**src/design/can_filt_pkg.sv**
```systemverilog
// Package: constants for the receive filter and error-state block
// Assumes: 32-bit APB register bus, one clock domain
package can_filt_pkg;

    // Register byte offsets
    localparam logic [7:0] OFF_CTRL     = 8'h00;
    localparam logic [7:0] OFF_STATUS   = 8'h04;
    localparam logic [7:0] OFF_COUNTERS = 8'h08;
    localparam logic [7:0] OFF_SEARCH   = 8'h0C;
    localparam logic [7:0] OFF_IRQ_EN   = 8'h10;
    localparam logic [7:0] OFF_IRQ_FLAG = 8'h14;
    localparam logic [7:0] OFF_MASK0    = 8'h40;
    localparam logic [11:0] OFF_RXID0   = 12'h100;  // Mailbox id page

    // Identifier width and counter limits
    localparam int         ID_W        = 11;
    localparam logic [8:0] PASSIVE_LIM = 9'h080;
    localparam logic [8:0] BUSOFF_LIM  = 9'h0FF;
    localparam logic [3:0] IDLE_BITS   = 4'hB;
    localparam logic [7:0] IDLE_SEQS   = 8'h80;

    // Reset values
    localparam logic [10:0] MASK_RST = 11'h7FF;
    localparam logic [10:0] RXID_RST = 11'h000;

    // Error state codes
    typedef enum logic [1:0]
    {
        ST_ACTIVE  = 2'b00,
        ST_PASSIVE = 2'b01,
        ST_BUSOFF  = 2'b10
    } err_state_t;

endpackage : can_filt_pkg

```
**src/design/id_search_helper.sv**
```systemverilog
// Search-support reformatter: stored identifier to table indexes
// Assumes: identifier already in mailbox format, combinational use
`timescale 1ns/1ns
module id_search_helper
(
    // Identifier in
    input  wire logic [10:0] id_in,
    // Table indexes out
    output logic      [7:0]  table_byte_index,
    output logic      [7:0]  table_bit_onehot
);
    import can_filt_pkg::*;

    // Upper bits become the byte address
    assign table_byte_index = id_in[10:3];
    // Lowest three bits decoded to one set bit
    assign table_bit_onehot = 8'h01 << id_in[2:0];

endmodule : id_search_helper

```
**src/design/can_rx_filter_error_state.sv**
```systemverilog
// Receive acceptance filter, search-support and error-state tracking
// Assumes: protocol engine supplies event pulses and sampled bit levels
//
// How it works
// One mask per group of four mailboxes
// Mask zero ignores bit, one compares
// Accept when all unmasked bits match
// Identifiers and masks are eleven bits
// Software writes identifier in mailbox format
// Low readout byte is table byte address
// High readout byte is one-hot bit index
// Transmit error bumps transmit counter
// Receive error bumps receive counter
// Successful frame decrements its counter
// Active and passive still communicate
// Active node sends active error flag
// Counter over threshold enters error-passive
// Passive node sends no active flags
// Transmit counter over limit enters bus-off
// Bus-off blocks traffic; recovers after idle sequences
// Status flags readable by software
// Retry and error frames handled in hardware
// Error interrupt raised on state change; only entry to passive or bus-off is flagged, not return to active
// Software reinitialises after bus-off recovery
// Separate enables per error, passive, bus-off
// Two-bit state updates cycle after crossing
//
// Added by the designer: the APB interface to the registers and the register addresses.
`timescale 1ns/1ns
module can_rx_filter_error_state
#(
    parameter int N_MBOX = 32
)
(
    // Clock and reset
    input  wire logic        pclk,
    input  wire logic        presetn,
    input  wire logic        clk_en,
    // APB slave
    input  wire logic        psel,
    input  wire logic        penable,
    input  wire logic        pwrite,
    input  wire logic [11:0] paddr,
    input  wire logic [31:0] pwdata,
    output logic      [31:0] prdata,
    output logic             pready,
    output logic             pslverr,
    // Receive side from protocol engine
    input  wire logic        rx_id_valid,
    input  wire logic [10:0] rx_id,
    output logic [N_MBOX-1:0] rx_accept,
    // Error events from protocol engine
    input  wire logic        tx_err,
    input  wire logic        rx_err,
    input  wire logic        tx_ok,
    input  wire logic        rx_ok,
    input  wire logic        recessive_bit,
    input  wire logic        bit_tick,
    input  wire logic        retry_req,
    // Status to protocol engine
    output logic             tx_allowed,
    output logic             rx_allowed,
    output logic             send_active_flag,
    output logic             auto_retry,
    output logic             irq_err
);
    import can_filt_pkg::*;

    localparam int N_GRP = N_MBOX / 4;

    //****************************************************************
    // Register state
    //****************************************************************
    logic [10:0] mask_ff [N_GRP];   // One mask per group
    logic [10:0] rxid_ff [N_MBOX];  // Mailbox receive ids
    logic [10:0] search_ff;          // Search-support input
    logic [2:0]  irq_en_ff;          // Error, passive, bus-off enables
    logic [2:0]  irq_flag_ff;        // Sticky event flags
    logic [8:0]  tec_ff;             // Transmit error counter
    logic [7:0]  rec_ff;             // Receive error counter
    err_state_t  state_ff;           // Encoded error state
    logic [3:0]  idle_cnt_ff;        // Recessive bit run
    logic [7:0]  seq_cnt_ff;         // Idle sequences seen
    logic [N_MBOX-1:0] accept_ff;   // Registered accept vector
    logic        retry_en_ff;        // Automatic retry enable
    logic        rec_ok_ff;          // Bus-off recovery flag

    //****************************************************************
    // Synchronised bus level
    //****************************************************************
    logic rbit_s1_ff;   // First stage
    logic rbit_s2_ff;   // Second stage

    always_ff @(posedge pclk or negedge presetn)
    begin
        if (!presetn)
        begin
            rbit_s1_ff <= 1'b1;
            rbit_s2_ff <= 1'b1;
        end
        else if (clk_en)
        begin
            rbit_s1_ff <= recessive_bit;
            rbit_s2_ff <= rbit_s1_ff;
        end
    end

    //****************************************************************
    // APB decode
    //****************************************************************
    wire        acc     = psel && penable;
    wire [7:0]  a       = paddr[7:0];
    wire        is_mask = paddr[11:8] == 4'h0 && a >= OFF_MASK0
                          && a < OFF_MASK0 + 8'(4 * N_GRP);
    wire        is_rxid = paddr[11:8] == OFF_RXID0[11:8];
    wire [4:0]  mbx     = paddr[6:2];
    wire [2:0]  grp     = 3'(a[6:2] - OFF_MASK0[6:2]);
    wire        known   = (paddr[11:8] == 4'h0 && (a <= OFF_IRQ_FLAG
                          || is_mask)) || is_rxid;
    // Writes to unmapped addresses are dropped
    wire        wr      = acc && pwrite && clk_en && known;

    assign pready  = 1'b1;
    assign pslverr = acc && !known;

    // Search-support readout
    logic [7:0] byte_idx;
    logic [7:0] bit_hot;

    id_search_helper u_search
    (
        .id_in            (search_ff),
        .table_byte_index (byte_idx),
        .table_bit_onehot (bit_hot)
    );

    //****************************************************************
    // Acceptance filter
    //****************************************************************
    function automatic logic id_match(input logic [10:0] id,
                                      input logic [10:0] ref_id,
                                      input logic [10:0] m);
        // Only bits with mask one must agree
        return ((id ^ ref_id) & m) == 11'h000;
    endfunction : id_match

    logic [N_MBOX-1:0] nxt_accept;
    always_comb
    begin
        nxt_accept = '0;
        for (int i = 0; i < N_MBOX; i++)
        begin
            // Group mask shared by four mailboxes
            nxt_accept[i] = rx_id_valid && rx_allowed
                            && id_match(rx_id, rxid_ff[i], mask_ff[i/4]);
        end
    end

    always_ff @(posedge pclk or negedge presetn)
    begin
        if (!presetn)
            accept_ff <= '0;
        else if (clk_en)
            accept_ff <= nxt_accept;
    end
    assign rx_accept = accept_ff;

    //****************************************************************
    // Configuration writes
    //****************************************************************
    always_ff @(posedge pclk or negedge presetn)
    begin
        if (!presetn)
        begin
            for (int g = 0; g < N_GRP; g++)
                mask_ff[g] <= MASK_RST;
            for (int m = 0; m < N_MBOX; m++)
                rxid_ff[m] <= RXID_RST;
            search_ff   <= 11'h000;
            irq_en_ff   <= 3'h0;
            retry_en_ff <= 1'b1;
        end
        else if (wr)
        begin
            if (is_mask)
                mask_ff[grp] <= pwdata[10:0];
            else if (is_rxid)
                rxid_ff[mbx] <= pwdata[10:0];
            else if (a == OFF_SEARCH)
                search_ff <= pwdata[10:0];  // Mailbox format
            else if (a == OFF_IRQ_EN)
                irq_en_ff <= pwdata[2:0];
            else if (a == OFF_CTRL)
                retry_en_ff <= pwdata[0];
        end
    end

    //****************************************************************
    // Error counters
    //****************************************************************
    wire busoff = state_ff == ST_BUSOFF;
    wire tx_up  = tx_err && !busoff;
    wire rx_up  = rx_err && !busoff;
    wire idle_done = seq_cnt_ff == IDLE_SEQS - 8'h01
                     && idle_cnt_ff == IDLE_BITS - 4'h1
                     && bit_tick && rbit_s2_ff;

    logic [8:0] nxt_tec;
    logic [7:0] nxt_rec;
    always_comb
    begin
        nxt_tec = tec_ff;
        nxt_rec = rec_ff;
        if (idle_done)
        begin
            nxt_tec = 9'h000;
            nxt_rec = 8'h00;
        end
        else
        begin
            if (tx_up && tec_ff != 9'h1FF)
                nxt_tec = tec_ff + 9'h001;
            else if (tx_ok && tec_ff != 9'h000)
                nxt_tec = tec_ff - 9'h001;
            if (rx_up && rec_ff != 8'hFF)
                nxt_rec = rec_ff + 8'h01;
            else if (rx_ok && !busoff && rec_ff != 8'h00)
                nxt_rec = rec_ff - 8'h01;
        end
    end

    // Bus-off idle counting: 11 recessive bits, 128 times
    logic [3:0] nxt_idle;
    logic [7:0] nxt_seq;
    always_comb
    begin
        nxt_idle = idle_cnt_ff;
        nxt_seq  = seq_cnt_ff;
        if (!busoff || idle_done)
        begin
            nxt_idle = 4'h0;
            nxt_seq  = 8'h00;
        end
        else if (bit_tick)
        begin
            if (!rbit_s2_ff)
                nxt_idle = 4'h0;
            else if (idle_cnt_ff == IDLE_BITS - 4'h1)
            begin
                nxt_idle = 4'h0;
                nxt_seq  = seq_cnt_ff + 8'h01;
            end
            else
                nxt_idle = idle_cnt_ff + 4'h1;
        end
    end

    // State from counters, registered one cycle later
    err_state_t nxt_state;
    always_comb
    begin
        nxt_state = state_ff;
        if (busoff)
            nxt_state = idle_done ? ST_ACTIVE : ST_BUSOFF;
        else if (tec_ff > BUSOFF_LIM)
            nxt_state = ST_BUSOFF;
        else if (tec_ff > PASSIVE_LIM || {1'b0, rec_ff} > PASSIVE_LIM)
            nxt_state = ST_PASSIVE;
        else
            nxt_state = ST_ACTIVE;
    end

    always_ff @(posedge pclk or negedge presetn)
    begin
        if (!presetn)
        begin
            tec_ff      <= 9'h000;
            rec_ff      <= 8'h00;
            state_ff    <= ST_ACTIVE;
            idle_cnt_ff <= 4'h0;
            seq_cnt_ff  <= 8'h00;
        end
        else if (clk_en)
        begin
            tec_ff      <= nxt_tec;
            rec_ff      <= nxt_rec;
            state_ff    <= nxt_state;
            idle_cnt_ff <= nxt_idle;
            seq_cnt_ff  <= nxt_seq;
        end
    end

    //****************************************************************
    // Interrupt flags; set wins over write-one-to-clear
    //****************************************************************
    wire [2:0] ev = {nxt_state == ST_BUSOFF && !busoff,
                     nxt_state == ST_PASSIVE && state_ff == ST_ACTIVE,
                     tx_up || rx_up};
    wire [2:0] clr = (wr && a == OFF_IRQ_FLAG) ? pwdata[2:0] : 3'h0;

    always_ff @(posedge pclk or negedge presetn)
    begin
        if (!presetn)
        begin
            irq_flag_ff <= 3'h0;
            rec_ok_ff   <= 1'b0;
        end
        else if (clk_en)
        begin
            irq_flag_ff <= (irq_flag_ff & ~clr) | ev;
            // Recovery flag tells software to reinitialise
            if (idle_done)
                rec_ok_ff <= 1'b1;
            else if (clr[2])
                rec_ok_ff <= 1'b0;
        end
    end

    // One line, per-cause enables
    assign irq_err = |(irq_flag_ff & irq_en_ff);

    //****************************************************************
    // Protocol-engine controls
    //****************************************************************
    assign tx_allowed       = !busoff;
    assign rx_allowed       = !busoff;
    assign send_active_flag = state_ff == ST_ACTIVE;
    assign auto_retry       = retry_req && retry_en_ff && !busoff;

    //****************************************************************
    // Read data mux
    //****************************************************************
    logic [31:0] rd;
    always_comb
    begin
        rd = 32'h0000_0000;
        if (!known)
            rd = 32'h0000_0000;             // Unmapped reads as zero
        else if (is_mask)
            rd = {21'h0, mask_ff[grp]};
        else if (is_rxid)
            rd = {21'h0, rxid_ff[mbx]};
        else if (a == OFF_STATUS)
            rd = {27'h0, rec_ok_ff, busoff, state_ff == ST_PASSIVE,
                  state_ff == ST_ACTIVE, 1'b0} | {30'h0, state_ff}
                  & 32'h0000_0003 | 32'h0000_0000;
        else if (a == OFF_COUNTERS)
            rd = {15'h0, tec_ff, rec_ff};
        else if (a == OFF_SEARCH)
            rd = {16'h0, bit_hot, byte_idx};
        else if (a == OFF_IRQ_EN)
            rd = {29'h0, irq_en_ff};
        else if (a == OFF_IRQ_FLAG)
            rd = {29'h0, irq_flag_ff};
        else if (a == OFF_CTRL)
            rd = {31'h0, retry_en_ff};
    end
    assign prdata = rd;

    //****************************************************************
    // Assertions
    //****************************************************************
    a_busoff_blocks: assert property (@(posedge pclk)
        disable iff (!presetn) busoff |-> !tx_allowed && !rx_allowed
        && (rx_accept == '0 || $past(!busoff)))
        else $error("traffic while bus-off");
    a_tec_up: assert property (@(posedge pclk)
        disable iff (!presetn) clk_en && tx_up && !idle_done
        && tec_ff < 9'h1FF |=> tec_ff == $past(tec_ff) + 9'h001)
        else $error("tec did not increment");
    a_rec_up: assert property (@(posedge pclk)
        disable iff (!presetn) clk_en && rx_up && !idle_done
        && rec_ff < 8'hFF |=> rec_ff == $past(rec_ff) + 8'h01)
        else $error("rec did not increment");
    a_tec_down: assert property (@(posedge pclk)
        disable iff (!presetn) clk_en && tx_ok && !tx_err && !idle_done
        && tec_ff != 9'h000 |=> tec_ff == $past(tec_ff) - 9'h001)
        else $error("tec did not decrement");
    a_passive_in: assert property (@(posedge pclk)
        disable iff (!presetn) clk_en && !busoff && tec_ff <= BUSOFF_LIM
        && (tec_ff > PASSIVE_LIM || {1'b0, rec_ff} > PASSIVE_LIM)
        |=> state_ff == ST_PASSIVE)
        else $error("no passive entry");
    a_busoff_in: assert property (@(posedge pclk)
        disable iff (!presetn) clk_en && tec_ff > BUSOFF_LIM && !idle_done
        |=> state_ff == ST_BUSOFF)
        else $error("no bus-off entry");
    a_flag_active: assert property (@(posedge pclk)
        disable iff (!presetn) send_active_flag |-> $past(idle_done)
        || $past(tec_ff) <= PASSIVE_LIM && $past(rec_ff) <= 8'h80)
        else $error("active flag with counters over threshold");
    a_search_out: assert property (@(posedge pclk)
        disable iff (!presetn)
        $countones(bit_hot) == 1 && bit_hot[search_ff[2:0]]
        && byte_idx == search_ff[10:3])
        else $error("search readout malformed");
    c_busoff: cover property (@(posedge pclk) state_ff == ST_BUSOFF);
    c_recover: cover property (@(posedge pclk) idle_done);
    c_accept: cover property (@(posedge pclk) |rx_accept);

endmodule : can_rx_filter_error_state

```
**config.mk**
```make
export PLATFORM = sky130hd
export DESIGN_NAME = can_rx_filter_error_state
export DESIGN_NICKNAME = d
export VERILOG_FILES = /design/src/design/can_filt_pkg.sv /design/src/design/id_search_helper.sv /design/src/design/can_rx_filter_error_state.sv
export SDC_FILE = /design/constraint.sdc
export NUM_CORES = 1
export LEC_CHECK = 0
export BUFFER_PORTS_ARGS = -buffer_cell sky130_fd_sc_hd__buf_2
export CAP_MARGIN = 10
export CORE_ASPECT_RATIO = 2
export CORE_UTILIZATION = 50
export CTS_CLUSTER_DIAMETER = 100
export DETAILED_ROUTE_END_ITERATION = 6
export GPL_TIMING_DRIVEN = 0
export PLACE_DENSITY = 0.67
export SYNTH_ARGS = -nofsm -noshare
export SYNTH_HDL_FRONTEND = slang
export SYNTH_SLANG_ARGS = --single-unit
```
**constraint.sdc**
```tcl
create_clock -name pclk -period 4.32 [get_ports pclk]
set_clock_uncertainty 0.1 [all_clocks]
set_input_delay 0.864 -clock pclk [delete_from_list [all_inputs] [get_ports pclk]]
set_output_delay 0.864 -clock pclk [all_outputs]
set_load 0.005 [all_outputs]
```
After elaboration in Yosys (flattened, before gate mapping) --
Index checks and enable logic that the tools add are counted.
Storage, ports and cells: bits in registers 524, latch bits 0, RAM bits 0, bits in read-only memories 0, input port bits 69, word-level logic and storage cells 321, memories kept 0
Cells by class: $add $sub $neg 7, $mul 0, div/mod/pow operators 0, order comparisons 10, eq/ne operators 14, shift operators 1, multiplexer cells 42, bitwise operators 75, reduce and logical (&&, ||, !) cells 119
Operators by type and width (number):
- 11-bit bitwise AND | 32
- 352-bit bitwise mux | 1
- 11-bit logical NOT | 32
- 11-bit XOR | 32
- 88-bit bitwise mux | 1
- 11-bit two-way mux | 6
- 32-bit two-way mux | 2
- 1-bit logical AND | 58
- 8-bit two-way mux | 7
- 11-bit binary-select mux with 5-bit select | 1
- 11-bit demux with 5-bit select | 1
- 17-bit two-way mux | 3
- 11-bit binary-select mux with 3-bit select | 1
- 11-bit demux with 3-bit select | 1
- 9-bit two-way mux | 3
- 9-bit by 8-bit > comparator with 1-bit output (second input constant) | 2
- 8-bit by 1-bit adder with 8-bit output (second input constant) | 2
- 8-bit by 4-bit equality test with 1-bit output (second input constant) | 2
- 8-bit by 5-bit equality test with 1-bit output (second input constant) | 2
- 16-bit two-way mux | 1
- 4-bit two-way mux | 4
- 2-bit AND reduction | 5
- 9-bit by 1-bit adder with 9-bit output (second input constant) | 1
- 3-bit two-way mux | 3
- 44 further kinds | 65

Longest topological paths before layout --
word-level depth 12, mapped depth 11, gate-level depth less buffers 11

Cells and area by module --
From an unflattened synthesis, not the netlist that was laid out.
Second synthesis, totals: cell total of the unflattened synthesis 2433, area total of the unflattened synthesis 30083.9 sq um
By module, submodules not included:
- can_rx_filter_error_state | times used 1, cells each 2417, area each 29958.7 sq um
- id_search_helper | times used 1, cells each 16, area each 125.1 sq um

Least setup slack after synthesis --
OpenSTA, ideal clock, no wires.
kind input to output, from in paddr[2], to out prdata[0], data arrival time 2799 ps, required time 3356 ps, path slack 557 ps, stages 5, path buffers 2, cells stage by stage buf_2 -> buf_1 -> mux4_2 -> mux4_2 -> o221a_2
On the way: word-level cells in the longest chain between the ends 10, elaborated cells on any way between the ends 32
Ends and longest elaborated chain:
- start: declaration | line can_rx_filter_error_state.sv:43 | input wire logic [11:0] paddr,
- 8-bit logical NOT | line can_rx_filter_error_state.sv:355 | else if (a == OFF_CTRL)
- 1-bit two-way mux | line can_rx_filter_error_state.sv:355
- 3-bit two-way mux | line can_rx_filter_error_state.sv:353 | else if (a == OFF_IRQ_FLAG)
- 3-bit two-way mux | line can_rx_filter_error_state.sv:351 | else if (a == OFF_IRQ_EN)
- 16-bit two-way mux | line can_rx_filter_error_state.sv:349 | else if (a == OFF_SEARCH)
- 17-bit two-way mux | line can_rx_filter_error_state.sv:347 | else if (a == OFF_COUNTERS)
- 17-bit two-way mux | line can_rx_filter_error_state.sv:343 | else if (a == OFF_STATUS)
- 17-bit two-way mux | line can_rx_filter_error_state.sv:341 | else if (is_rxid)
- 32-bit two-way mux | line can_rx_filter_error_state.sv:339 | else if (is_mask)
- 32-bit two-way mux * | line can_rx_filter_error_state.sv:337 | if (!known)
- end: declaration | line can_rx_filter_error_state.sv:45 | output logic [31:0] prdata,
Every way passes the cells marked *; elsewhere a longest branch is shown, timed or not. The select of a mux whose other input is x is not followed.

Worst setup path after layout --
from in paddr[2], to out prdata[3]
On the way: word-level cells in the longest chain between the ends 7, elaborated cells on any way between the ends 26
Ends and longest elaborated chain:
- 3-bit by 1-bit subtractor with 3-bit output (tied with other cells) | line can_rx_filter_error_state.sv:117 | wire [2:0] grp = 3'(a[6:2] - OFF_MASK0[6:2]);
- 3-bit inverter with 4-bit output (not written as such) (tied with other cells) | line can_rx_filter_error_state.sv:340 | rd = {21'h0, mask_ff[grp]};
- 11-bit binary-select mux with 3-bit select (tied with other cells) | line can_rx_filter_error_state.sv:340
- 11-bit two-way mux (not written as such) (tied with other cells) (2 in series) | line can_rx_filter_error_state.sv:340
- 32-bit two-way mux / 1-bit logical OR (equally long branches) | line can_rx_filter_error_state.sv:339, can_rx_filter_error_state.sv:119
- 32-bit two-way mux * | line can_rx_filter_error_state.sv:337
Marks and branches as above.

==> results.cfg <==
[status]
status = finished with violations
violations = slew limit, setup timing

[global_route]
gr-total-overflow = 0
grt_pass1_vias = 23400
grt_max_degree = 127
grt_pass1_wl_um = 155000
grt_usage = 0.357
antenna_found_initial = 3

[final_layout]
syn2layout_area_growth_pct = 12.1
final_common_cell = mux2_2
fin_area_mm2 = 0.0336
layout-drive-gt1-share = 0.379
mostFrequentLayoutCells = mux2_2, dfrtp_1, xor2_1
fin_nets = 2658
fin_util = 0.568

[clocking]
post_cts_buffers = 0
insertion_delay_ps = 650
cts_hold_buf = 0
cts_made_buffers = 51
cts_root_buffer = clkbuf_16
cts_sinks = 524
cts.path.max_buffers = 3
htreeDepth = 2
tritoncts = yes
clk_pin_slew_ps = 70

[setup_path]
critical_path_class = in -> out
crit_arrival_ps = 3410
endpoint_kind = primary output
cp.required_ps = 3360
cp-start-kind = input pin
path_max_fanout = 10

[route]
antenna_left = 0
viasPerCell = 6.51
firstDrtPassIters = 7
drcViolationCount = 0
wl_per_cell_um = 31.7
routed_wl_um = 107000
vias = 22000
detail_route.iter0.violations = 1817

[power_and_ir_drop]
netSwitchingPower_mw = 3.73
p_clk_frac = 0.385
p_sw_frac = 0.300
ir_drop_uv = 326
combPwrFrac = 0.179
p_per_area_mw_per_mm2 = 371
power_leakage_nw = 16.1
p_int_mw = 8.73
sequentialPowerShare = 0.436

[place]
place_ws_ps = -1060
dpl.hpwl_um = 82500
placed_area_mm2 = 0.0316
place_congestion = 0.988
io_buffers = 88

[synth]
syn_area_mm2 = 0.0299
async_flop_share = 1.00
yosysTopAreaCellShare = 0.362
yosysTopAreaCell = dfrtp_1
synth_edf_count = 0
yosys-top-cells-area = dfrtp_1, mux2_2, xor2_1
netlist_instances = 2408
ys_ff_latch = 524
avgSynthCellArea_um2 = 12.4
yosys_most_used_dff = dfrtp_1
synthDistinctLibCells = 64
yosysWarningCount = 0
seq_area_frac_synth = 0.442

[timing]
worst_slew_pin_slew_ps = 1570
finalCritPeriodShare = 1.01
slew_headroom = -0.0494
fmax_ghz = 0.229
hold_viol_final = 0
fin_ws_ps = -55.0
setup_viol = 2
timing.final.max_slew_violations = 2
min_period_ps = 4380

[floorplan]
dieArea_mm2 = 0.0609
pin_count = 140
rows = 126
fp.dieW_um = 175
core_mm2 = 0.0591
start_util = 0.506
die_h_um = 348

[flow_run]
drv_cap = 0

[min_path]
hp-class = in -> async
-- cells by family after synthesis --
logic type,after synthesis,synth area share
buffers and inverters,251,0.0369
other,2,0.000251
XOR/XNOR,368,0.108
multiplexers,601,0.275
flip-flops,524,0.442
AND/OR/NAND/NOR,333,0.0534
adder cells (fa/ha/maj),19,0.00844
AO/OA/AOI/OAI,310,0.0766
-- synthesized netlist by cell type, types with 4 or more instances --
cell,count
a211oi_1,9
a21oi_1,18
a221oi_1,35
a22o_1,39
a22oi_1,103
a31oi_1,6
and2_1,10
and3_1,12
buf_1,29
buf_2,59
buf_4,23
clkbuf_1,93
dfrtp_1,433
dfstp_2,91
ha_1,17
inv_1,45
mux2_2,465
mux2i_1,6
mux4_2,130
nand2_1,100
nand2b_1,5
nand3_1,84
nand4_1,8
nor2_1,61
nor2b_1,11
nor3_1,17
nor4_1,10
o211ai_1,6
o21a_1,4
o21ai_0,27
o221a_2,4
o22ai_1,36
xnor2_1,9
xor2_1,359
-- timing repair --
item / 4_1_cts / 5_1_grt
endpoints found under the setup margin: 16 / 11
resized for setup: 50 / 17
gates cloned: 0 / 0
pin swaps: 1 / 1
-- power groups by stage --
stage	logic [mW]	clock network, mW	registers [mW]
floorplan	1.40	0	5.43
global placement	2.08	0	5.50
detailed placement	2.18	0	5.51
CTS	2.21	4.84	5.43
global route	2.44	5.00	5.46
finish	2.23	4.80	5.43
-- flip-flops by register name (all words and copies together), names as in the netlist --
register and cells:
rxid_ff 352, mask_ff 88, rx_accept 32, search_ff 11, tec_ff 9, rec_ff 8, seq_cnt_ff 8, idle_cnt_ff 4
irq_en_ff 3, irq_flag_ff 3, state_ff 2, rbit_s1_ff 1, rbit_s2_ff 1, rec_ok_ff 1, retry_en_ff 1
-- cell type report --
cell class                      instances  area (um2)
Clock buffer                           77        1500
Antenna cell                            2        5.00
Tap cell                              768         961
Timing Repair Buffer                   96         633
Clock inverter                         19         258
Buffer                                204        1040
Inverter                               46         173
Multi-Input combinational cell       1647       15800
Fill cell                            4960       25600
Sequential cell                       524       13200
-- stage by stage --
| stage | cells | TNS (ps) | hold slack [ps] | power [mW] |
|---|---|---|---|---|
| floorplan | 2422 | 0 | 345 | 6.83 |
| global placement | 3278 | -3946440 | 362 | 7.58 |
| detailed placement | 3286 | -8890 | 392 | 7.69 |
| CTS | 3382 | 0 | 83.2 | 12.5 |
| global route | 3381 | -24.6 | 96.3 | 12.9 |
| finish | 3383 | -57.8 | 68.2 | 12.5 |
-- critical path, cell delays in order --
cell and delay [ps]:
buf_2 200, buf_4 380, buf_6 330, mux4_2 590
nand2_1 90, nand2_1 180, o221ai_2 440, nor3_2 140
buf_2 150
-- final timing paths --
kind / startpoint / depth (start not counted) / slack [ps] / end
max: paddr[2] / 9 / -60 / prdata[3]
min: presetn / 1 / 70 / rxid_ff[282]
max reg2reg: state_ff[1] / 10 / 680 / rec_ff[7]
min reg2reg: idle_cnt_ff[3] / 1 / 410 / idle_cnt_ff[3]
max in group asynchronous: presetn / 4 / 2430 / mask_ff[46]
min in group pclk: recessive_bit / 2 / 390 / rbit_s1_ff
-- metal layers --
| layer | wire (um) | share of wire | global-route usage | up-vias |
|---|---|---|---|---|
| met5 | 0 | 0 | 0 | - |
| met4 | 13600 | 0.13 | 0.378 | 0 |
| met2 | 53400 | 0.50 | 0.606 | 1135 |
| li1 | - | - | - | 9118 |
| met1 | 34000 | 0.32 | 0.357 | 11200 |
| met3 | 6230 | 0.058 | 0.0571 | 535 |
(Power assumes the default switching activity.)
